**src/mpt_pkg.sv**
```systemverilog
// constants, field layout and carrier types of the motor pwm timebase core
package mpt_pkg;

  // bus and datapath widths
  localparam int DATA_W = 16;
  localparam int ADDR_W = 4;
  localparam int CNT_W = 12;
  localparam int DEAD_W = 8;
  localparam int PAIRS = 3;
  localparam int CHANS = 6;

  // register offsets (word index on the plain register port)
  localparam logic [3:0] ADR_CTRL0 = 4'h0;
  localparam logic [3:0] ADR_CTRL1 = 4'h1;
  localparam logic [3:0] ADR_RELOAD = 4'h2;
  localparam logic [3:0] ADR_DEAD = 4'h3;
  localparam logic [3:0] ADR_DUTY0 = 4'h4;
  localparam logic [3:0] ADR_DUTY5 = 4'h9;
  localparam logic [3:0] ADR_COUNT = 4'ha;

  // modulator_control_zero fields
  localparam int C0_RUN = 0;
  localparam int C0_READY = 1;
  localparam int C0_TRIG_EN = 2;
  localparam int C0_CENTER = 3;

  // modulator_control_one fields
  localparam int C1_INDEP = 0;
  localparam int C1_POL_LSB = 1;
  localparam int C1_RELIVL_LSB = 4;
  localparam int C1_DIV_LSB = 6;

  // count status fields
  localparam int ST_DIR_BIT = 15;

  // reset values
  localparam logic [11:0] RELOAD_RST = 12'hfff;
  localparam logic [7:0] DEAD_RST = 8'h01;
  localparam logic [15:0] DUTY_RST = 16'h0000;

  // option bits sampled once after reset
  typedef struct packed {
    logic hiOffLevel;
    logic loOffLevel;
    logic [2:0] pairEnable;
  } mpt_opt_t;

  // double-buffered timing set
  typedef struct packed {
    logic [5:0][15:0] dutyValue;
    logic [11:0] reload;
    logic [1:0] countClockDivideSel;
    logic [2:0] pairPolaritySwap;
  } mpt_cfg_t;

  typedef enum logic [0:0] {
    CNT_UP = 1'b0,
    CNT_DOWN = 1'b1
  } mpt_dir_t;

  typedef enum logic [0:0] {
    PS_STEADY = 1'b0,
    PS_DEAD = 1'b1
  } mpt_pst_t;

endpackage : mpt_pkg

```
**src/mpt_core.sv**
```systemverilog
// six-output motor pwm core: timebase, buffered settings, pins
//
// Our own choices: the register offsets and the plain strobed port.
`timescale 1ns/1ps
// Functional notes
// six outputs run as six channels or three complementary pairs.
// one shared timer; six compare values; pairs of high and low.
// complementary pairs get dead time so both never overlap active.
// high-side off level equals its option bit; active is inverse.
// low-side option bit sets low outputs the same way.
// off levels and pair enables are options software cannot change.
// swap bit clear: high leads period; set: low leads.
// swap change applies at reload, then after dead time if paired.
// pins high impedance in reset, then driven to off level.
// each pair has its own enable option; disabled stays undriven.
// duty and prescale settings are double buffered, applied together.
// reload every period, or every 2, 4 or 8 periods.
// software sets ready; transfer at first reload after it.
// two-bit divider selects count clock of 1, 2, 4, 8.
// edge mode counts up to reload, wraps to zero.
// center mode counts up to reload then down to zero.
// fault forces enabled outputs off without a clock.
// signed duty vs count: <=0 never active, >reload always.
// dead time counts system clocks 1..255, cut from active time.
// converter trigger at period end, plus mid-period when centered.
// period ends at wrap in edge mode, at zero going down.
module mpt_core
  import mpt_pkg::*;
#(
  parameter int CW = CNT_W,
  parameter int DW = DEAD_W
) (
  input wire logic mclk,
  input wire logic rst,
  input wire logic [ADDR_W-1:0] regAddr,
  input wire logic [DATA_W-1:0] regWrData,
  input wire logic regWr,
  input wire logic regRd,
  output logic [DATA_W-1:0] regRdData,
  input wire mpt_opt_t optIn,
  input wire logic faultN,
  output logic [PAIRS-1:0] highOut,
  output logic [PAIRS-1:0] highOe,
  output logic [PAIRS-1:0] lowOut,
  output logic [PAIRS-1:0] lowOe,
  output logic convTrig
);

  // last count of a divide-by-2^sel counter; serves prescale and interval
  function automatic logic [2:0] divLimit(input logic [1:0] sel);
    divLimit = 3'((4'h1 << sel) - 4'h1);
  endfunction : divLimit

  // ---- state declarations ----
  mpt_opt_t opt_q, opt_d;
  logic optLoaded_q, optLoaded_d;
  logic drive_q, drive_d;

  mpt_cfg_t shadow_q, shadow_d;
  mpt_cfg_t act_q, act_d;
  logic run_q, run_d;
  logic ready_q, ready_d;
  logic trigEn_q, trigEn_d;
  logic center_q, center_d;
  logic indep_q, indep_d;
  logic [1:0] relIvl_q, relIvl_d;
  logic [DW-1:0] dead_q, dead_d;
  logic [DATA_W-1:0] rdData_q, rdData_d;

  logic [2:0] prescCnt_q, prescCnt_d;
  logic [CW-1:0] count_q, count_d;
  mpt_dir_t dir_q, dir_d;
  logic [2:0] relCnt_q, relCnt_d;
  logic trig_q, trig_d;

  logic tick;
  logic periodEnd;
  logic midPeriod;
  logic reloadEv;
  logic xfer;
  logic [CHANS-1:0] cmp;
  logic [PAIRS-1:0] hiAct;
  logic [PAIRS-1:0] loAct;
  logic [2:0] dutyIdx;

  // ---- option capture: straps taken after reset release, never later ----
  always_comb begin
    opt_d = opt_q;
    optLoaded_d = 1'b1;
    drive_d = optLoaded_q; // pins enabled one cycle after levels settle
    if (!optLoaded_q) begin
      opt_d = optIn;
    end
  end

  always_ff @(posedge mclk or posedge rst) begin
    if (rst) begin
      opt_q <= '0;
      optLoaded_q <= 1'b0;
      drive_q <= 1'b0;
    end else begin
      opt_q <= opt_d;
      optLoaded_q <= optLoaded_d;
      drive_q <= drive_d;
    end
  end

  // ---- timebase: prescaler, up or up/down counter, reload interval ----
  always_comb begin
    prescCnt_d = prescCnt_q;
    count_d = count_q;
    dir_d = dir_q;
    relCnt_d = relCnt_q;
    tick = 1'b0;
    periodEnd = 1'b0;
    midPeriod = 1'b0;
    reloadEv = 1'b0;
    if (!run_q) begin
      prescCnt_d = '0;
      count_d = '0;
      dir_d = CNT_UP;
      relCnt_d = '0;
    end else if (prescCnt_q >= divLimit(act_q.countClockDivideSel)) begin
      tick = 1'b1;
      prescCnt_d = '0;
    end else begin
      prescCnt_d = prescCnt_q + 3'h1;
    end
    if (tick) begin
      case (dir_q)
        CNT_UP: begin
          if (count_q >= act_q.reload) begin
            if (center_q && act_q.reload != '0) begin
              dir_d = CNT_DOWN; // turn at the top
              count_d = count_q - CW'(1);
              midPeriod = 1'b1;
            end else begin
              count_d = '0; // wrap ends the period
              periodEnd = 1'b1;
            end
          end else begin
            count_d = count_q + CW'(1);
          end
        end
        CNT_DOWN: begin
          if (count_q <= CW'(1)) begin
            count_d = '0; // reaching zero going down
            dir_d = CNT_UP;
            periodEnd = 1'b1;
          end else begin
            count_d = count_q - CW'(1);
          end
        end
        default: dir_d = CNT_UP;
      endcase
    end
    if (periodEnd) begin
      if (relCnt_q >= divLimit(relIvl_q)) begin
        reloadEv = 1'b1; // every 1, 2, 4 or 8 periods
        relCnt_d = '0;
      end else begin
        relCnt_d = relCnt_q + 3'h1;
      end
    end
  end

  assign xfer = reloadEv && ready_q;

  always_ff @(posedge mclk or posedge rst) begin
    if (rst) begin
      prescCnt_q <= '0;
      count_q <= '0;
      dir_q <= CNT_UP;
      relCnt_q <= '0;
    end else begin
      prescCnt_q <= prescCnt_d;
      count_q <= count_d;
      dir_q <= dir_d;
      relCnt_q <= relCnt_d;
    end
  end

  // ---- register port and buffered settings ----
  assign dutyIdx = 3'(regAddr - ADR_DUTY0);

  always_comb begin
    shadow_d = shadow_q;
    act_d = act_q;
    run_d = run_q;
    ready_d = ready_q;
    trigEn_d = trigEn_q;
    center_d = center_q;
    indep_d = indep_q;
    relIvl_d = relIvl_q;
    dead_d = dead_q;
    rdData_d = '0;
    // whole buffered set moves in one cycle
    if (xfer) begin
      act_d = shadow_q;
      ready_d = 1'b0;
    end
    if (regWr) begin
      case (regAddr)
        ADR_CTRL0: begin
          run_d = regWrData[C0_RUN];
          trigEn_d = regWrData[C0_TRIG_EN];
          // mode only changes while stopped, counter shape stays sane
          if (!run_q) begin
            center_d = regWrData[C0_CENTER];
          end
          if (regWrData[C0_READY]) begin
            ready_d = 1'b1; // set wins over the transfer clear
          end
        end
        ADR_CTRL1: begin
          if (!run_q) begin
            indep_d = regWrData[C1_INDEP];
          end
          shadow_d.pairPolaritySwap = regWrData[C1_POL_LSB +: 3];
          relIvl_d = regWrData[C1_RELIVL_LSB +: 2];
          shadow_d.countClockDivideSel = regWrData[C1_DIV_LSB +: 2];
        end
        ADR_RELOAD: shadow_d.reload = regWrData[CW-1:0];
        ADR_DEAD: dead_d = regWrData[DW-1:0];
        default: begin
          if (regAddr >= ADR_DUTY0 && regAddr <= ADR_DUTY5) begin
            shadow_d.dutyValue[dutyIdx] = regWrData;
          end
        end
      endcase
    end
    // read data stand in the cycle after the strobe; unmapped reads zero
    if (regRd) begin
      case (regAddr)
        ADR_CTRL0: begin
          rdData_d[C0_RUN] = run_q;
          rdData_d[C0_READY] = ready_q;
          rdData_d[C0_TRIG_EN] = trigEn_q;
          rdData_d[C0_CENTER] = center_q;
        end
        ADR_CTRL1: begin
          rdData_d[C1_INDEP] = indep_q;
          rdData_d[C1_POL_LSB +: 3] = shadow_q.pairPolaritySwap;
          rdData_d[C1_RELIVL_LSB +: 2] = relIvl_q;
          rdData_d[C1_DIV_LSB +: 2] = shadow_q.countClockDivideSel;
        end
        ADR_RELOAD: rdData_d[CW-1:0] = shadow_q.reload;
        ADR_DEAD: rdData_d[DW-1:0] = dead_q;
        ADR_COUNT: begin
          rdData_d[CW-1:0] = count_q;
          rdData_d[ST_DIR_BIT] = (dir_q == CNT_DOWN);
        end
        default: begin
          if (regAddr >= ADR_DUTY0 && regAddr <= ADR_DUTY5) begin
            rdData_d = shadow_q.dutyValue[dutyIdx];
          end
        end
      endcase
    end
  end

  always_ff @(posedge mclk or posedge rst) begin
    if (rst) begin
      shadow_q <= '{dutyValue: '{default: DUTY_RST}, reload: RELOAD_RST,
                    countClockDivideSel: 2'h0, pairPolaritySwap: 3'h0};
      act_q <= '{dutyValue: '{default: DUTY_RST}, reload: RELOAD_RST,
                 countClockDivideSel: 2'h0, pairPolaritySwap: 3'h0};
      run_q <= 1'b0;
      ready_q <= 1'b0;
      trigEn_q <= 1'b0;
      center_q <= 1'b0;
      indep_q <= 1'b0;
      relIvl_q <= 2'h0;
      dead_q <= DEAD_RST;
      rdData_q <= '0;
    end else begin
      shadow_q <= shadow_d;
      act_q <= act_d;
      run_q <= run_d;
      ready_q <= ready_d;
      trigEn_q <= trigEn_d;
      center_q <= center_d;
      indep_q <= indep_d;
      relIvl_q <= relIvl_d;
      dead_q <= dead_d;
      rdData_q <= rdData_d;
    end
  end

  assign regRdData = rdData_q;

  // ---- compare: signed duty against the unsigned count ----
  always_comb begin
    for (int i = 0; i < CHANS; i++) begin
      cmp[i] = run_q &&
        ($signed({4'h0, count_q}) < $signed(act_q.dutyValue[i]));
    end
  end

  // even channels drive the high side, odd ones the low side
  for (genvar p = 0; p < PAIRS; p++) begin : g_pair
    mpt_pair #(.DW(DW)) u_pair (
      .mclk(mclk),
      .rst(rst),
      .run(run_q),
      .cmpHi(cmp[2*p]),
      .cmpLo(cmp[2*p+1]),
      .polSwap(act_q.pairPolaritySwap[p]),
      .indep(indep_q),
      .deadCycles(dead_q),
      .hiAct(hiAct[p]),
      .loAct(loAct[p])
    );
  end

  // ---- converter trigger ----
  always_comb begin
    trig_d = trigEn_q && (periodEnd || midPeriod);
  end

  always_ff @(posedge mclk or posedge rst) begin
    if (rst) begin
      trig_q <= 1'b0;
    end else begin
      trig_q <= trig_d;
    end
  end

  assign convTrig = trig_q;

  // ---- pins: fault path is purely combinational, works without a clock ----
  assign highOut = {PAIRS{opt_q.hiOffLevel}} ^ (hiAct & {PAIRS{faultN}});
  assign lowOut = {PAIRS{opt_q.loOffLevel}} ^ (loAct & {PAIRS{faultN}});
  assign highOe = {PAIRS{drive_q}} & opt_q.pairEnable;
  assign lowOe = {PAIRS{drive_q}} & opt_q.pairEnable;

  // ---- checks ----
  a_fault_forces_off: assert property (@(posedge mclk)
    disable iff (rst) !faultN |-> (highOut == {PAIRS{opt_q.hiOffLevel}}
                 && lowOut == {PAIRS{opt_q.loOffLevel}}))
    else $error("fault did not force off levels");

  a_disabled_pair_hiz: assert property (@(posedge mclk)
    disable iff (rst) (highOe & ~opt_q.pairEnable) == '0
    && (lowOe & ~opt_q.pairEnable) == '0 && (optLoaded_q || highOe == '0))
    else $error("disabled pair driven");

  a_ready_clears: assert property (@(posedge mclk) disable iff (rst)
    (xfer && !(regWr && regAddr == ADR_CTRL0 && regWrData[C0_READY]))
    |=> !ready_q && act_q == $past(shadow_q))
    else $error("transfer failed or ready stuck");

  a_active_held: assert property (@(posedge mclk) disable iff (rst)
    !xfer |=> $stable(act_q))
    else $error("active set changed outside reload");

  a_edge_wrap: assert property (@(posedge mclk) disable iff (rst)
    (tick && !center_q && count_q >= act_q.reload) |=> count_q == '0)
    else $error("edge counter did not wrap");

  a_center_turn: assert property (@(posedge mclk) disable iff (rst)
    (tick && center_q && dir_q == CNT_UP && count_q == act_q.reload
     && act_q.reload > CW'(1))
    |=> dir_q == CNT_DOWN && count_q == $past(act_q.reload) - CW'(1))
    else $error("center counter did not turn");

  a_presc_div8: assert property (@(posedge mclk) disable iff (rst)
    (tick && act_q.countClockDivideSel == 2'h3 && run_q && !xfer)
    |=> (!tick)[*7])
    else $error("divide by eight ticked early");

  a_trig_pulse: assert property (@(posedge mclk) disable iff (rst)
    (trigEn_q && periodEnd) |=> convTrig)
    else $error("converter trigger missing");

  a_duty_low: assert property (@(posedge mclk) disable iff (rst)
    ($signed(act_q.dutyValue[0]) <= 0) |-> !cmp[0])
    else $error("non-positive duty became active");

endmodule : mpt_core

```
**src/mpt_pair.sv**
```systemverilog
// one output pair: independent drive or complementary with dead time
`timescale 1ns/1ps
module mpt_pair
  import mpt_pkg::*;
#(
  parameter int DW = DEAD_W
) (
  input wire logic mclk,
  input wire logic rst,
  input wire logic run,
  input wire logic cmpHi,
  input wire logic cmpLo,
  input wire logic polSwap,
  input wire logic indep,
  input wire logic [DW-1:0] deadCycles,
  output logic hiAct,
  output logic loAct
);

  mpt_pst_t st_q, st_d;
  logic side_q, side_d;
  logic [DW-1:0] cnt_q, cnt_d;
  logic hi_q, hi_d;
  logic lo_q, lo_d;
  logic wantHi;

  // swap bit picks which side leads the period
  assign wantHi = cmpHi ^ polSwap;

  // next state of the pair
  always_comb begin
    st_d = st_q;
    side_d = side_q;
    cnt_d = cnt_q;
    hi_d = 1'b0;
    lo_d = 1'b0;
    if (!run) begin
      st_d = PS_STEADY;
      side_d = wantHi;
    end else if (indep) begin
      st_d = PS_STEADY;
      side_d = wantHi;
      hi_d = wantHi;
      lo_d = cmpLo ^ polSwap;
    end else begin
      case (st_q)
        PS_STEADY: begin
          if (wantHi != side_q) begin
            // both off while the dead time runs; also delays a swap
            st_d = PS_DEAD;
            cnt_d = (deadCycles == '0) ? DW'(1) : deadCycles;
          end else begin
            hi_d = side_q;
            lo_d = ~side_q;
          end
        end
        PS_DEAD: begin
          if (cnt_q <= DW'(1)) begin
            // new side starts at the last dead clock, so gap equals count
            st_d = PS_STEADY;
            side_d = wantHi;
            hi_d = wantHi;
            lo_d = ~wantHi;
          end else begin
            cnt_d = cnt_q - DW'(1); // undivided system clocks
          end
        end
        default: st_d = PS_STEADY;
      endcase
    end
  end

  always_ff @(posedge mclk or posedge rst) begin
    if (rst) begin
      st_q <= PS_STEADY;
      side_q <= 1'b0;
      cnt_q <= '0;
      hi_q <= 1'b0;
      lo_q <= 1'b0;
    end else begin
      st_q <= st_d;
      side_q <= side_d;
      cnt_q <= cnt_d;
      hi_q <= hi_d;
      lo_q <= lo_d;
    end
  end

  assign hiAct = hi_q;
  assign loAct = lo_q;

  a_pair_no_overlap: assert property (@(posedge mclk)
    disable iff (rst) !indep |-> !(hiAct && loAct))
    else $error("pair sides active together");

  a_dead_gap_bound: assert property (@(posedge mclk)
    disable iff (rst) (run && !indep && $stable(indep) && st_q == PS_STEADY
     && wantHi != side_q)
    |=> (!hiAct && !loAct) ##[0:255] (st_q == PS_STEADY))
    else $error("dead time missing or too long");

endmodule : mpt_pair

```
**config.mk**
```make
export PLATFORM = sky130hd
export DESIGN_NAME = mpt_core
export DESIGN_NICKNAME = d
export VERILOG_FILES = /design/src/mpt_pkg.sv /design/src/mpt_core.sv /design/src/mpt_pair.sv
export SDC_FILE = /design/constraint.sdc
export NUM_CORES = 1
export LEC_CHECK = 0
export ABC_AREA = 1
export ABC_CLOCK_PERIOD_IN_PS = 15600
export BUFFER_PORTS_ARGS = -buffer_cell sky130_fd_sc_hd__buf_2
export CORE_MARGIN = 2
export CORE_UTILIZATION = 55
export CTS_CLUSTER_DIAMETER = 50
export DETAILED_ROUTE_END_ITERATION = 6
export GPL_ROUTABILITY_DRIVEN = 0
export MAX_ROUTING_LAYER = met4
export PLACE_DENSITY = 0.78
export SLEW_MARGIN = 20
export SYNTH_ARGS = -nofsm -noshare
export SYNTH_HDL_FRONTEND = slang
export SYNTH_HIERARCHICAL = 1
export SYNTH_SLANG_ARGS = --single-unit
```
**constraint.sdc**
```tcl
create_clock -name mclk -period 15.6 [get_ports mclk]
set_input_delay 1.56 -clock mclk [delete_from_list [all_inputs] [get_ports mclk]]
set_output_delay 1.56 -clock mclk [all_outputs]
set_load 0.1 [all_outputs]
```
**Word level (Yosys, flattened, before mapping)**

Cells that the tools add are included.
W data, S select, Z words.

- Register bits after elaboration: 320
- Output and inout bits: 29

- Add/sub/neg operators: 10
- $lt $le $gt $ge: 17
- Equal/unequal tests: 21
- Shift-type cells: 2
- Muxes and demuxes: 113
- Bitwise gates (word level): 24
- Reduce and logical (&&, ||, !) cells: 31

Operators by type and width:

| kind | count |
|---|---|
| $bwmux W96 | 1 |
| $lt A13 B16 Y1 | 6 |
| $mux W1 | 69 |
| $mux W16 | 4 |
| $mux W12 | 5 |
| $mux W8 | 7 |
| $bmux W16 S3 | 1 |
| $demux W16 S3 | 1 |
| $pmux W8 S2 | 3 |
| $pmux W4 S5 | 2 |
| $le A8 B1 Y1 const B | 3 |
| $pmux W1 S2 | 12 |
| $pmux W12 S2 | 1 |
| $sub A8 B1 Y8 const B | 3 |
| $mux W3 | 6 |
| $ne A3 B1 Y1 const B | 6 |
| $reduce_and A2 Y1 | 7 |
| $not A1 Y1 | 13 |
| $add A12 B1 Y12 const B | 1 |
| $ge A12 B12 Y1 | 1 |
| $le A12 B1 Y1 const B | 1 |
| $pmux W4 S3 | 1 |
| $reduce_and A4 Y1 | 3 |
| $reduce_bool A12 Y1 | 1 |
| other kinds (27) | 60 |

**Longest topological paths before layout**

Gate-level depths: netlist of run 1.

- Depth after elaboration: 12
- Mapped depth: 19

**By module**

Netlist of run 1, hierarchy kept.

Modules (own cells, without submodules):

| module | times used | cells each | area an instance (sq um) |
|---|---|---|---|
| mpt_core | 1 | 1880 | 15860.2 |
| mpt_pair | 3 | 125 | 882.1 |

**Least setup slack after synthesis of run 1**

Ideal clock, no wire load.

- Path kind: input-to-output
- Start point: in faultN
- End point: out highOut[0]
- Data arrival time: 3.047 ns
- Data required time: 14.040 ns
- Path slack: 10.993 ns
- Stages on the path: 2
- Path buffers: 0
- Path through: nand2_1 xor2_1

- Cells in the longest elaborated chain, start to end: 2

RTL lines:

| item | RTL line | RTL |
|---|---|---|
| start: declaration | mpt_core.sv:41 | `input wire logic faultN,` |
| $and A3 B3 Y3 | mpt_core.sv:332 | `assign highOut = {PAIRS{opt_q.hiOffLevel}} ^ (hiAct & {PAIRS{faultN}});` |
| $xor A3 B3 Y3 | mpt_core.sv:332 |  |
| end: declaration | mpt_core.sv:42 | `output logic [PAIRS-1:0] highOut,` |

No other way between the ends.

**Worst setup path after layout of run 1**

- Start point: reg count_q[0]
- End point: reg act_q[61] (netlist name)

- Cells in the longest elaborated chain, start to end: 6
- Elaborated cells between the ends (all ways): 8
- Those cells by class: order compare (2); mux (5); reduce/logical (1)

RTL lines:

| item | RTL line | RTL |
|---|---|---|
| start: declaration | mpt_core.sv:71 | `logic [CW-1:0] count_q, count_d;` |
| start signal: assignment | mpt_core.sv:177 | `count_q <= count_d;` |
| $le A12 B1 Y1 / $ge A12 B12 Y1 (equally long branches) | mpt_core.sv:146, mpt_core.sv:132 |  |
| $mux W1 (on tied branches) | mpt_core.sv:146, mpt_core.sv:132 |  |
| $pmux W1 S2 * | mpt_core.sv:130 | `case (dir_q)` |
| $mux W1 * | mpt_core.sv:129 | `if (tick) begin` |
| $mux W1 * | mpt_core.sv:157 | `if (periodEnd) begin` |
| $logic_and A1 B1 Y1 * | mpt_core.sv:167 | `assign xfer = reloadEv && ready_q;` |
| end signal: assignment | mpt_core.sv:266 | `act_q <= '{dutyValue: '{default: DUTY_RST}, reload: RELOAD_RST,` |
| end signal: assignment | mpt_core.sv:278 | `act_q <= act_d;` |
| end: declaration | mpt_core.sv:60 | `mpt_cfg_t act_q, act_d;` |

Every way passes the cells marked *; elsewhere a longest branch is shown, timed or not.
A chain may end at the register's enable or synchronous reset.

==> flow_metrics.env, run 1 <==
export IMPL_drt_iter0_drc=1774
export IMPL_synth_seq_area_share_pct=43.4
export IMPL_fin_worst_skew_ns=0.0219
export IMPL_antenna_found_initial=2
export IMPL_ctsHoldBuffers=0
export IMPL_worstPathArrival_ns=4.64
export IMPL_cts_sinks=320
export IMPL_grt_overflow_total=0
export IMPL_worst_path_buf_inv=2
export IMPL_numCtsBuffers=37
export IMPL_dp_cells=2666
export IMPL_yosysWarnings=6
export IMPL_start_kind="register"
export IMPL_max_freq_ghz=0.239
export IMPL_cp_top_family="simple AND/OR/NAND/NOR gates"
export IMPL_cp_slowest_cell="buf_4"
export IMPL_rsz0062_at_grt="no"
export IMPL_dp_worst_setup_slack_ns=11.14
export IMPL_power_density_nw_per_um2=196
export IMPL_nets=2388
export IMPL_clk_pin_slew_ns=0.06
export IMPL_met3_length_um=4870
export IMPL_synth_edf_count=0
export IMPL_setup_tns_ns=0
export IMPL_synthAdderAreaFrac_pct=6.83
export IMPL_firstDrtPassIters=6
export IMPL_syn_inst=2255
export IMPL_grt_max_degree=125
export IMPL_viasPerCell=5.87
export IMPL_slew_violations=0
export IMPL_ant_nets=0
export IMPL_path_max_fanout=60
export IMPL_clockBufferDepth=3
export IMPL_synth_top_family_by_area="simple AND/OR/NAND/NOR gates"
export IMPL_num_vias=16061
export IMPL_grt_pass1_vias=15394
export IMPL_drive_above_1_share_pct=12.2
export IMPL_die_w_um=187
export IMPL_synth_top_area_share_pct=39.9
export IMPL_synth_distinct_cells=48
export IMPL_highest_layer="met4"
export IMPL_pin_count=59
export IMPL_p_leak_nw=10.0
export IMPL_synth_compound_area_share_pct=15.7
export IMPL_die_h_um=187
export IMPL_crit_path_end_kind="register"
export IMPL_fin_crit_sh_pct=26.8
export IMPL_async_reset_ff_share_pct=100
export IMPL_wl_met1_um=21100
export IMPL_nFillCells=2855
export IMPL_synth_mux_area_share_pct=0.183
export IMPL_relSlewSlack_pct=32.0
export IMPL_wl_per_cell_um=18.7
export IMPL_required_ns=16.06
export IMPL_post_synth_top_count_cell="nand2_1"
export IMPL_yosys_register_bits=320
export IMPL_synthSimpleGateAreaFrac_pct=23.7
export IMPL_crit_top_cell="nand2_1"
export IMPL_yosys_area_top_type="dfrtp_1"
export IMPL_rows=67
export IMPL_hold_viol=0
export IMPL_path_cells="inv_1, ha_1, nand2_1, nand3_1, nand2_1, nand2_1, nand2_2, nand3_2, nand3_4, nor2_8, buf_4, nand3_1, nand2_1"
export IMPL_worstSetupPathType="reg2reg"
export IMPL_hold_class="reg2reg"
export IMPL_synth_avg_cell_area_sq_um=8.21
export IMPL_start_util_pct=55.5
export IMPL_clk_latency_ns=0.53
export IMPL_wl_met2_um=23100
export IMPL_dieArea_sq_um=35100
export IMPL_syn_nets=2386
export IMPL_utilization_pct=60.4
export IMPL_final_cells=2735
export IMPL_synth_xor_area_share_pct=1.28
export IMPL_synthToLayoutAreaGrowth_pct=8.83
export IMPL_core_sq_um=33400
export IMPL_cap_violations=0
export IMPL_grt_pass1_wl_um=82600
export IMPL_status="completed"
export IMPL_finalSetupViolations=0
export IMPL_synth_area_sq_um=18500
export IMPL_htreeDepth=2
export IMPL_ir_drop_mv=0.0986
export IMPL_cp_slowest_stage_delay_ns=0.77
export IMPL_grt_use_total_pct=30.3
export IMPL_cts_tree="built"
export IMPL_fin_ws_ns=11.42
export IMPL_port_buffers=58
export IMPL_synthTopCellsByArea="dfrtp_1, nand2_1, ha_1, inv_1, o21bai_1"
export IMPL_cts_resized=0
export IMPL_root_buffer="clkbuf_16"
export IMPL_drc=0
export IMPL_cts_setup_buffers=0
export IMPL_p_total_mw=3.96
export IMPL_ys_flop_type="dfrtp_1"
export IMPL_tightest_slew_ns=1.02
export IMPL_place_detailed_hpwl_um=34400
export IMPL_period_needed_ns=4.18
export IMPL_routed_wl_um=51200
export IMPL_synthTopCellsByCount="nand2_1, dfrtp_1, inv_1"
-- logic make-up after synthesis --
group	after synthesis
buffers and inverters	377
AOI/OAI and AO/OA	480
and+or+nand+nor	946
xor gates and xnor gates	27
muxes	3
DFF	320
other	1
adders and majority gates	101
-- area by class of cell --
class | instances | area (sq um) | share of cell area (%)
timing repair buffer | 70 | 395 | 1.96
antenna | 2 | 5.00 | 0.0248
multi-input combinational | 1558 | 8840 | 43.9
sequential | 320 | 8040 | 39.9
inverter | 270 | 1020 | 5.08
clock inverter | 13 | 181 | 0.901
tap | 448 | 561 | 2.78
clock buffer | 54 | 1090 | 5.42
-- power breakdown --
group,switching (mW),leakage [nW],internal [mW],total (mW)
registers,0.266,4.11,1.07,1.34
clock network,0.356,0.620,0.555,0.911
logic,1.16,5.28,0.549,1.71
total,1.78,10.0,2.18,3.96
-- path summary, 6_finish.rpt --
check                               from                         to  slack, ns  cells after the start
max                           count_q[0]                  act_q[61]      11.42                     13
min                        prescCnt_q[0]              prescCnt_q[0]       0.47                      1
max reg2reg                   count_q[0]                  act_q[61]      11.42                     13
min reg2reg                prescCnt_q[0]              prescCnt_q[0]       0.47                      1
max in group asynchronous            rst               regRdData[4]      12.12                      4
min in group asynchronous            rst  g_pair[2].u_pair/cnt_q[2]       1.10                      2
-- worst register-to-register path, cell delays in order, from the launching register on --
cell     delay, ns
dfrtp_1       0.75
inv_1         0.30
ha_1          0.36
nand2_1       0.05
nand3_1       0.07
nand2_1       0.05
nand2_1       0.07
nand2_2       0.15
nand3_2       0.23
nand3_4       0.16
nor2_8        0.77
buf_4         0.81
nand3_1       0.25
nand2_1       0.12
-- metal layers --
metal  vias up  global-route usage (%)
li1       7426                       -
met1      7625                    40.6
met2       837                    45.9
met3       173                    5.37
met4         0                    12.1
met5         -                       -
-- per-stage QoR --
step | area (sq um) | hold WS, ns
finish | 20100 | 0.474
global route | 20100 | 0.496
CTS | 20100 | 0.483
detailed placement | 18900 | 0.475
global placement | 18800 | 0.461
floorplan | 18500 | 0.352
-- flip-flops by register name (all words and copies together), names as in the netlist, 2 cells and up --
register and flops:
act_q 113, shadow_q 113, g_pair.u_pair/cnt_q 24, regRdData 16, count_q 12, dead_q 8
opt_q 5, g_pair.u_pair/hiAct 3, g_pair.u_pair/loAct 3, g_pair.u_pair/side_q 3, g_pair.u_pair/st_q 3, prescCnt_q 3
relCnt_q 3, relIvl_q 2
-- cells in the final DEF, fill, tap and decap left out, types with 15 or more instances in the layout --
| master | Yosys | routed |
|---|---|---|
| dfstp_2 | 25 | 25 |
| o21ai_2 | 15 | 15 |
| xor2_1 | 24 | 24 |
| nor2_1 | 94 | 94 |
| a22oi_1 | 16 | 16 |
| inv_1 | 260 | 259 |
| o21ai_0 | 124 | 124 |
| a21oi_1 | 56 | 56 |
| nand2_1 | 566 | 566 |
| buf_2 | 26 | 58 |
| nand3_1 | 163 | 162 |
| o22ai_1 | 32 | 32 |
| ha_1 | 101 | 101 |
| dfrtp_1 | 295 | 294 |
| o21bai_1 | 119 | 119 |
| clkbuf_16 | 0 | 39 |
| nand4_1 | 17 | 17 |
| o21ai_1 | 97 | 97 |
| nand3_2 | 64 | 65 |
No activity file was read; power rests on OpenSTA's default activity.
==> run 2: changes to the inputs <==
--- a/config.mk
+++ b/config.mk
@@ -5,8 +5,8 @@
 export SDC_FILE = /design/constraint.sdc
 export NUM_CORES = 1
 export LEC_CHECK = 0
-export ABC_AREA = 1
-export ABC_CLOCK_PERIOD_IN_PS = 15600
+export ABC_AREA = 0
+export ABC_CLOCK_PERIOD_IN_PS = 3800
 export BUFFER_PORTS_ARGS = -buffer_cell sky130_fd_sc_hd__buf_2
 export CORE_MARGIN = 2
 export CORE_UTILIZATION = 55
@@ -14,7 +14,7 @@
 export DETAILED_ROUTE_END_ITERATION = 6
 export GPL_ROUTABILITY_DRIVEN = 0
 export MAX_ROUTING_LAYER = met4
-export PLACE_DENSITY = 0.78
+export PLACE_DENSITY = 0.81
 export SLEW_MARGIN = 20
 export SYNTH_ARGS = -nofsm -noshare
 export SYNTH_HDL_FRONTEND = slang
==> constraint.sdc (replaced) <==
create_clock -name mclk -period 3.8 [get_ports mclk]
set_input_delay 0.38 -clock mclk [delete_from_list [all_inputs] [get_ports mclk]]
set_output_delay 0.38 -clock mclk [all_outputs]
set_load 0.1 [all_outputs]
==> run 2 against run 1 <==
Routed wire length decreased by 17%; highest routed layer unchanged; sequential power increased to 4.1 times the previous value; power grew to 3.7 times the previous value; first-iteration DRC count decreased by 43%.
==> flow_metrics.env, run 2 <==
export IMPL_routed_wl_um=42300
export IMPL_comb_power_share_pct=37.5
export IMPL_antenna_found_initial=0
export IMPL_clk_pin_slew_ns=0.06
export IMPL_grt_overflow_total=0
export IMPL_relSlewSlack_pct=28.3
export IMPL_drt_iter0_drc=1010
export IMPL_yosys_register_bits=320
export IMPL_grt_pass1_vias=12318
export IMPL_fin_crit_sh_pct=90.6
export IMPL_rrSetupSlack_ns=0.36
export IMPL_dieArea_sq_um=32800
export IMPL_firstDrtPassIters=6
export IMPL_cts_tree="built"
export IMPL_synth_seq_area_share_pct=46.6
export IMPL_port_buffers=58
export IMPL_period_needed_ns=3.44
export IMPL_hold_viol=0
export IMPL_synthSimpleGateAreaFrac_pct=8.14
export IMPL_final_cells=1924
export IMPL_hold_depth=2
export IMPL_htreeDepth=2
export IMPL_ir_drop_mv=0.516
export IMPL_r2r_start="count_q[1]"
export IMPL_numCtsBuffers=38
export IMPL_synth_top_family_by_area="multiplexers"
export IMPL_intPower_mw=9.20
export IMPL_place_detailed_hpwl_um=29300
export IMPL_start_kind="register"
export IMPL_hold_class="in2reg"
export IMPL_synth_distinct_cells=69
export IMPL_yosys_area_top_type="dfrtp_1"
export IMPL_finalSetupViolations=0
export IMPL_synthToLayoutAreaGrowth_pct=11.6
export IMPL_final_cell_mix="dfrtp_1, mux2_2, inv_1"
export IMPL_max_freq_ghz=0.290
export IMPL_tightest_slew_ns=1.08
export IMPL_synthTopCellsByArea="dfrtp_1, mux2_2, ha_1, mux2_4, dfstp_2"
export IMPL_grt_pass1_wl_um=68800
export IMPL_min_from="optIn[0]"
export IMPL_clockBufferDepth=3
export IMPL_rows=64
export IMPL_met1_usage_pct=35.8
export IMPL_n_antenna_cell=0
export IMPL_seqPwrFrac_pct=37.3
export IMPL_synth_compound_area_share_pct=10.8
export IMPL_synth_avg_cell_area_sq_um=12.0
export IMPL_synth_top_area_share_pct=42.8
export IMPL_num_vias=11901
export IMPL_root_buffer="clkbuf_16"
export IMPL_clk_latency_ns=0.53
export IMPL_min_to="opt_q[0]"
export IMPL_met3_usage_pct=3.73
export IMPL_synth_xor_area_share_pct=1.17
export IMPL_syn_nets=1571
export IMPL_crit_path_end_kind="register"
export IMPL_r2r_end="g_pair[1].u_pair/cnt_q[4]"
export IMPL_busiest_layer="met2"
export IMPL_syn_inst=1440
export IMPL_grt_use_total_pct=27.3
export IMPL_ys_flop_type="dfrtp_1"
export IMPL_synth_area_sq_um=17200
export IMPL_mostFrequentLayoutCell="dfrtp_1"
export IMPL_start_util_pct=56.1
export IMPL_worstSetupPathType="reg2reg"
export IMPL_status="completed"
export IMPL_required_ns=4.19
export IMPL_nFillCells=2336
export IMPL_rsz0062_at_grt="no"
export IMPL_ant_nets=0
export IMPL_cap_violations=0
export IMPL_cts_resized=0
export IMPL_p_switching_mw=5.38
export IMPL_post_synth_top_count_cell="dfrtp_1"
export IMPL_nets=1631
export IMPL_fin_worst_skew_ns=0.0219
export IMPL_synth_mux_area_share_pct=21.4
export IMPL_power_frac_clock_pct=25.1
export IMPL_synthAdderAreaFrac_pct=7.33
export IMPL_synthTopCellsByCount="dfrtp_1, mux2_2, inv_1"
export IMPL_cts_setup_buffers=0
export IMPL_p_leak_nw=9.00
export IMPL_grt_use_met2_pct=43.3
export IMPL_reg2regPathDepth=14
export IMPL_viasPerCell=6.19
export IMPL_slew_violations=0
export IMPL_path_max_fanout=8
export IMPL_worstPathArrival_ns=3.83
export IMPL_utilization_pct=62.6
export IMPL_swShare_pct=36.9
export IMPL_synth_edf_count=0
export IMPL_reg_largest_list="act_q (113), shadow_q (113), g_pair.u_pair/cnt_q (24)"
export IMPL_die_h_um=181
export IMPL_yosysWarnings=6
export IMPL_async_reset_ff_share_pct=100
export IMPL_power_density_nw_per_um2=758
export IMPL_wl_per_cell_um=22.0
export IMPL_pin_count=59
export IMPL_core_sq_um=30700
export IMPL_dp_cells=1855
export IMPL_grt_max_degree=150
export IMPL_cts_sinks=320
export IMPL_drc=0
export IMPL_drive_above_1_share_pct=32.0
export IMPL_die_w_um=181
[run 2: cell count changes in the layout (fill, tap and decap cells not counted), moves of 28 or more]
cell / before / now
a21o_1: 0 / 28
inv_1: 259 / 105
mux2_2: 3 / 187
mux2_4: 0 / 70
nand2_1: 566 / 69
nand3_1: 162 / 18
nand3_2: 65 / 0
nor2_1: 94 / 36
o21ai_0: 124 / 40
o21ai_1: 97 / 0
o21bai_1: 119 / 1
o22ai_1: 32 / 4
[run 2: worst max-delay path, cell delays in order, from the launching register on]
cell and delay (ns):
dfrtp_1 0.47, ha_1 0.31, a21o_1 0.15, a21o_1 0.16, a211oi_1 0.25, o21a_1 0.14
o21ai_0 0.08, a21oi_1 0.30, xor2_1 0.39, inv_1 0.09, ha_1 0.35, o21a_1 0.27
nand2_1 0.13, inv_2 0.13, a21oi_1 0.07
[run 2: worst max path at each step]
| stage | from | end | slack, ns | depth (start not counted) |
|---|---|---|---|---|
| final | count_q[1] | g_pair[1].u_pair/cnt_q[4] | 0.36 | 14 |
| after global routing | count_q[0] | g_pair[1].u_pair/cnt_q[5] | 0.03 | 13 |
| after CTS | count_q[0] | g_pair[1].u_pair/cnt_q[3] | 0.43 | 14 |
| after detailed placement | count_q[0] | g_pair[1].u_pair/cnt_q[4] | 0.49 | 14 |
| after global placement | count_q[1] | g_pair[2].u_pair/cnt_q[3] | 0.56 | 13 |
| after floorplan | rst | act_q[0] | -0.32 | 1 |
[run 2: area by class of cell]
cell class                 instances  area, sq um  share of cell area, %
clock inverter                    18          231                   1.20
sequential                       320         8040                   41.8
inverter                         109          413                   2.14
tap                              396          495                   2.57
timing repair buffer              92          598                   3.11
multi-input combinational        939         8440                   43.8
clock buffer                      50         1040                   5.38
[run 2: metrics by stage]
stage               setup TNS [ns]  cell area [sq um]  setup WS (ns)  hold slack, ns  power [mW]
finish                           0              19200          0.357          0.0873        14.6
global route                     0              19200         0.0289          0.0923        15.5
CTS                              0              19200          0.432          0.0784        14.6
detailed placement               0              18000          0.494           0.387        10.8
global placement                 0              18000          0.563           0.388        10.5
floorplan                   -83.62              17300         -0.323           0.245        9.33
[run 2: timing repair]
| action | 4_1_cts | 5_1_grt |
|---|---|---|
| hold endpoints to repair | 45 | 0 |
| setup endpoints to repair | 0 | 0 |
| hold buffers | 1 | 0 |
[run 2: logic make-up (layout without fill, tap and decap cells)]
kind of cell	Yosys count	count (layout)
buffers and inverters	181	269
adders and majority gates	101	101
and+or+nand+nor	260	260
muxes	286	286
other	1	1
AOI/OAI and AO/OA	268	268
xor gates and xnor gates	23	23
DFF	320	320
[run 2: power by group through the flow]
| stage | sequential, mW | clock [mW] | combinational [mW] |
|---|---|---|---|
| finish | 5.45 | 3.67 | 5.47 |
| global route | 5.57 | 3.87 | 6.03 |
| CTS | 5.42 | 3.72 | 5.42 |
| detailed placement | 5.46 | 0 | 5.36 |
| global placement | 5.40 | 0 | 5.14 |
| floorplan | 5.18 | 0 | 4.15 |
[run 2: metal layers]
layer  vias to the layer above  part of all wire (%)
met3                       112                   5.7
met2                       429                    48
li1                       5318                     -
met1                      6042                    43
met5                         -                     0
met4                         0                   4.0
==> run 3: changes to the inputs <==
--- a/config.mk
+++ b/config.mk
@@ -13,6 +13,7 @@
 export CTS_CLUSTER_DIAMETER = 50
 export DETAILED_ROUTE_END_ITERATION = 6
 export GPL_ROUTABILITY_DRIVEN = 0
+export HOLD_SLACK_MARGIN = 0.1
 export MAX_ROUTING_LAYER = met4
 export PLACE_DENSITY = 0.81
 export SLEW_MARGIN = 20
==> run 3 against run 2 <==
Non-clock buffer count up 5; core utilization grew 0.16 points; maximum frequency decreased by 0.17%; worst hold slack better by 0.098 ns; final area grew 0.26%; final cell count up 0.26%; register-to-register slack hardly changed; sequential share of layout area shrank 0.11 points; routed wire length about the same; flip-flop and latch count unchanged; die area stayed put; power about the same; critical endpoint unchanged; largest power group unchanged.
==> flow_metrics.env, run 3 (synthesis gave the netlist of run 2 again) <==
export IMPL_die_w_um=181
export IMPL_numCtsBuffers=38
export IMPL_path_max_fanout=14
export IMPL_worstPathArrival_ns=3.84
export IMPL_rows=64
export IMPL_drt_iter0_drc=1126
export IMPL_worstSetupPathType="reg2reg"
export IMPL_mostFrequentLayoutCell="dfrtp_1"
export IMPL_dpl_cell_area_sq_um=18000
export IMPL_die_h_um=181
export IMPL_htreeDepth=2
export IMPL_regArea_sq_um=8040
export IMPL_period_needed_ns=3.45
export IMPL_core_sq_um=30700
export IMPL_rsz0062_at_grt="no"
export IMPL_ant_nets=0
export IMPL_required_ns=4.19
export IMPL_clockBufferDepth=3
export IMPL_n_antenna_cell=0
export IMPL_nFillCells=2326
export IMPL_port_buffers=58
export IMPL_max_freq_ghz=0.290
export IMPL_power_density_nw_per_um2=756
export IMPL_drc=0
export IMPL_antenna_found_initial=0
export IMPL_grt_use_total_pct=27.4
export IMPL_grt_pass1_vias=12370
export IMPL_dieArea_sq_um=32800
export IMPL_clk_latency_ns=0.53
export IMPL_dp_worst_setup_slack_ns=0.494
export IMPL_hold_viol=0
export IMPL_finalSetupViolations=0
export IMPL_cts_setup_buffers=0
export IMPL_grt_max_degree=150
export IMPL_setup_tns_ns=0
export IMPL_critPathLaunch="count_q[0]"
export IMPL_grt_pass1_wl_um=69000
export IMPL_multiInputGateArea_sq_um=8440
export IMPL_cap_violations=0
export IMPL_place_detailed_hpwl_um=29300
export IMPL_pin_count=59
export IMPL_num_vias=11918
export IMPL_routed_wl_um=42400
export IMPL_nets=1636
export IMPL_synthToLayoutAreaGrowth_pct=11.9
export IMPL_holdWs_ns=0.186
export IMPL_relSlewSlack_pct=27.7
export IMPL_min_from="regWrData[10]"
export IMPL_reg_largest_list="act_q (113), shadow_q (113), g_pair.u_pair/cnt_q (24)"
export IMPL_dp_cells=1855
export IMPL_grt_overflow_total=0
export IMPL_clk_pin_slew_ns=0.06
export IMPL_ir_drop_mv=0.516
export IMPL_fin_ws_ns=0.351
export IMPL_final_cell_mix="dfrtp_1, mux2_2, inv_1"
export IMPL_fin_crit_sh_pct=90.8
export IMPL_firstDrtPassIters=5
export IMPL_cts_sinks=320
export IMPL_start_util_pct=56.1
export IMPL_slew_violations=0
export IMPL_r2r_start="count_q[0]"
export IMPL_viasPerCell=6.18
export IMPL_final_cells=1929
export IMPL_crit_path_end_kind="register"
export IMPL_root_buffer="clkbuf_16"
export IMPL_tightest_slew_ns=1.08
export IMPL_design_area_sq_um=19300
export IMPL_cts_tree="built"
export IMPL_wl_per_cell_um=22.0
export IMPL_start_kind="register"
export IMPL_p_leak_nw=9.02
export IMPL_status="completed"
export IMPL_fin_worst_skew_ns=0.0225
export IMPL_drive_above_1_share_pct=31.9
export IMPL_hold_class="in2reg"
-- run 3: where the power goes --
part           internal, mW  switching, mW  total (mW)  leakage (nW)
Combinational          2.56           2.91        5.47          4.33
Clock                  2.22           1.45        3.67         0.623
Sequential             4.43           1.02        5.45          4.06
-- run 3: path summary, 6_finish.rpt --
path,end,slack (ns),cells after the start
worst max-delay path,g_pair[1].u_pair/cnt_q[4],0.35,14
min in group asynchronous,opt_q[2],0.41,3
max in group asynchronous,act_q[37],2.24,4
worst max register to register,g_pair[1].u_pair/cnt_q[4],0.35,14
worst min register to register,prescCnt_q[0],0.48,1
worst min-delay path,shadow_q[59],0.19,2
-- run 3: stage by stage --
step                      util (%)  power (mW)
after floorplan                  -        9.33
after CTS                     62.8        14.6
after detailed placement      58.4        10.8
after global routing          62.8        15.5
final                         62.8        14.6
after global placement        58.4        10.5
-- run 3: area by class of cell --
cell class                 count  area share (%)
multi-input combinational    939            43.7
tap                          396            2.57
timing repair buffer          97            3.36
clock buffer                  50            5.37
sequential                   320            41.7
clock inverter                18            1.20
inverter                     109            2.14
-- run 3: what timing repair did --
item,4_1_cts,5_1_grt
gates resized for setup,0,0
hold buffers,6,0
endpoints found under the hold margin,50,0
-- run 3: critical path, cell delays in order (launching register included) --
cell,delay [ns]
dfrtp_1,0.55
nand2b_1,0.23
a21o_1,0.17
a21o_1,0.16
a211oi_1,0.25
o21a_1,0.14
o21ai_0,0.08
a21oi_1,0.30
xor2_1,0.38
inv_1,0.09
ha_1,0.35
o21a_1,0.27
nand2_1,0.14
inv_2,0.13
a21oi_1,0.07
-- run 3: routing by layer --
metal / up-vias / global-route usage, % / routed length [um]
met1: 6040 / 35.8 / 18100
met2: 446 / 43.6 / 20300
met3: 104 / 3.75 / 2380
met5: - / - / 0
met4: 0 / 10.6 / 1600
li1: 5328 / - / -
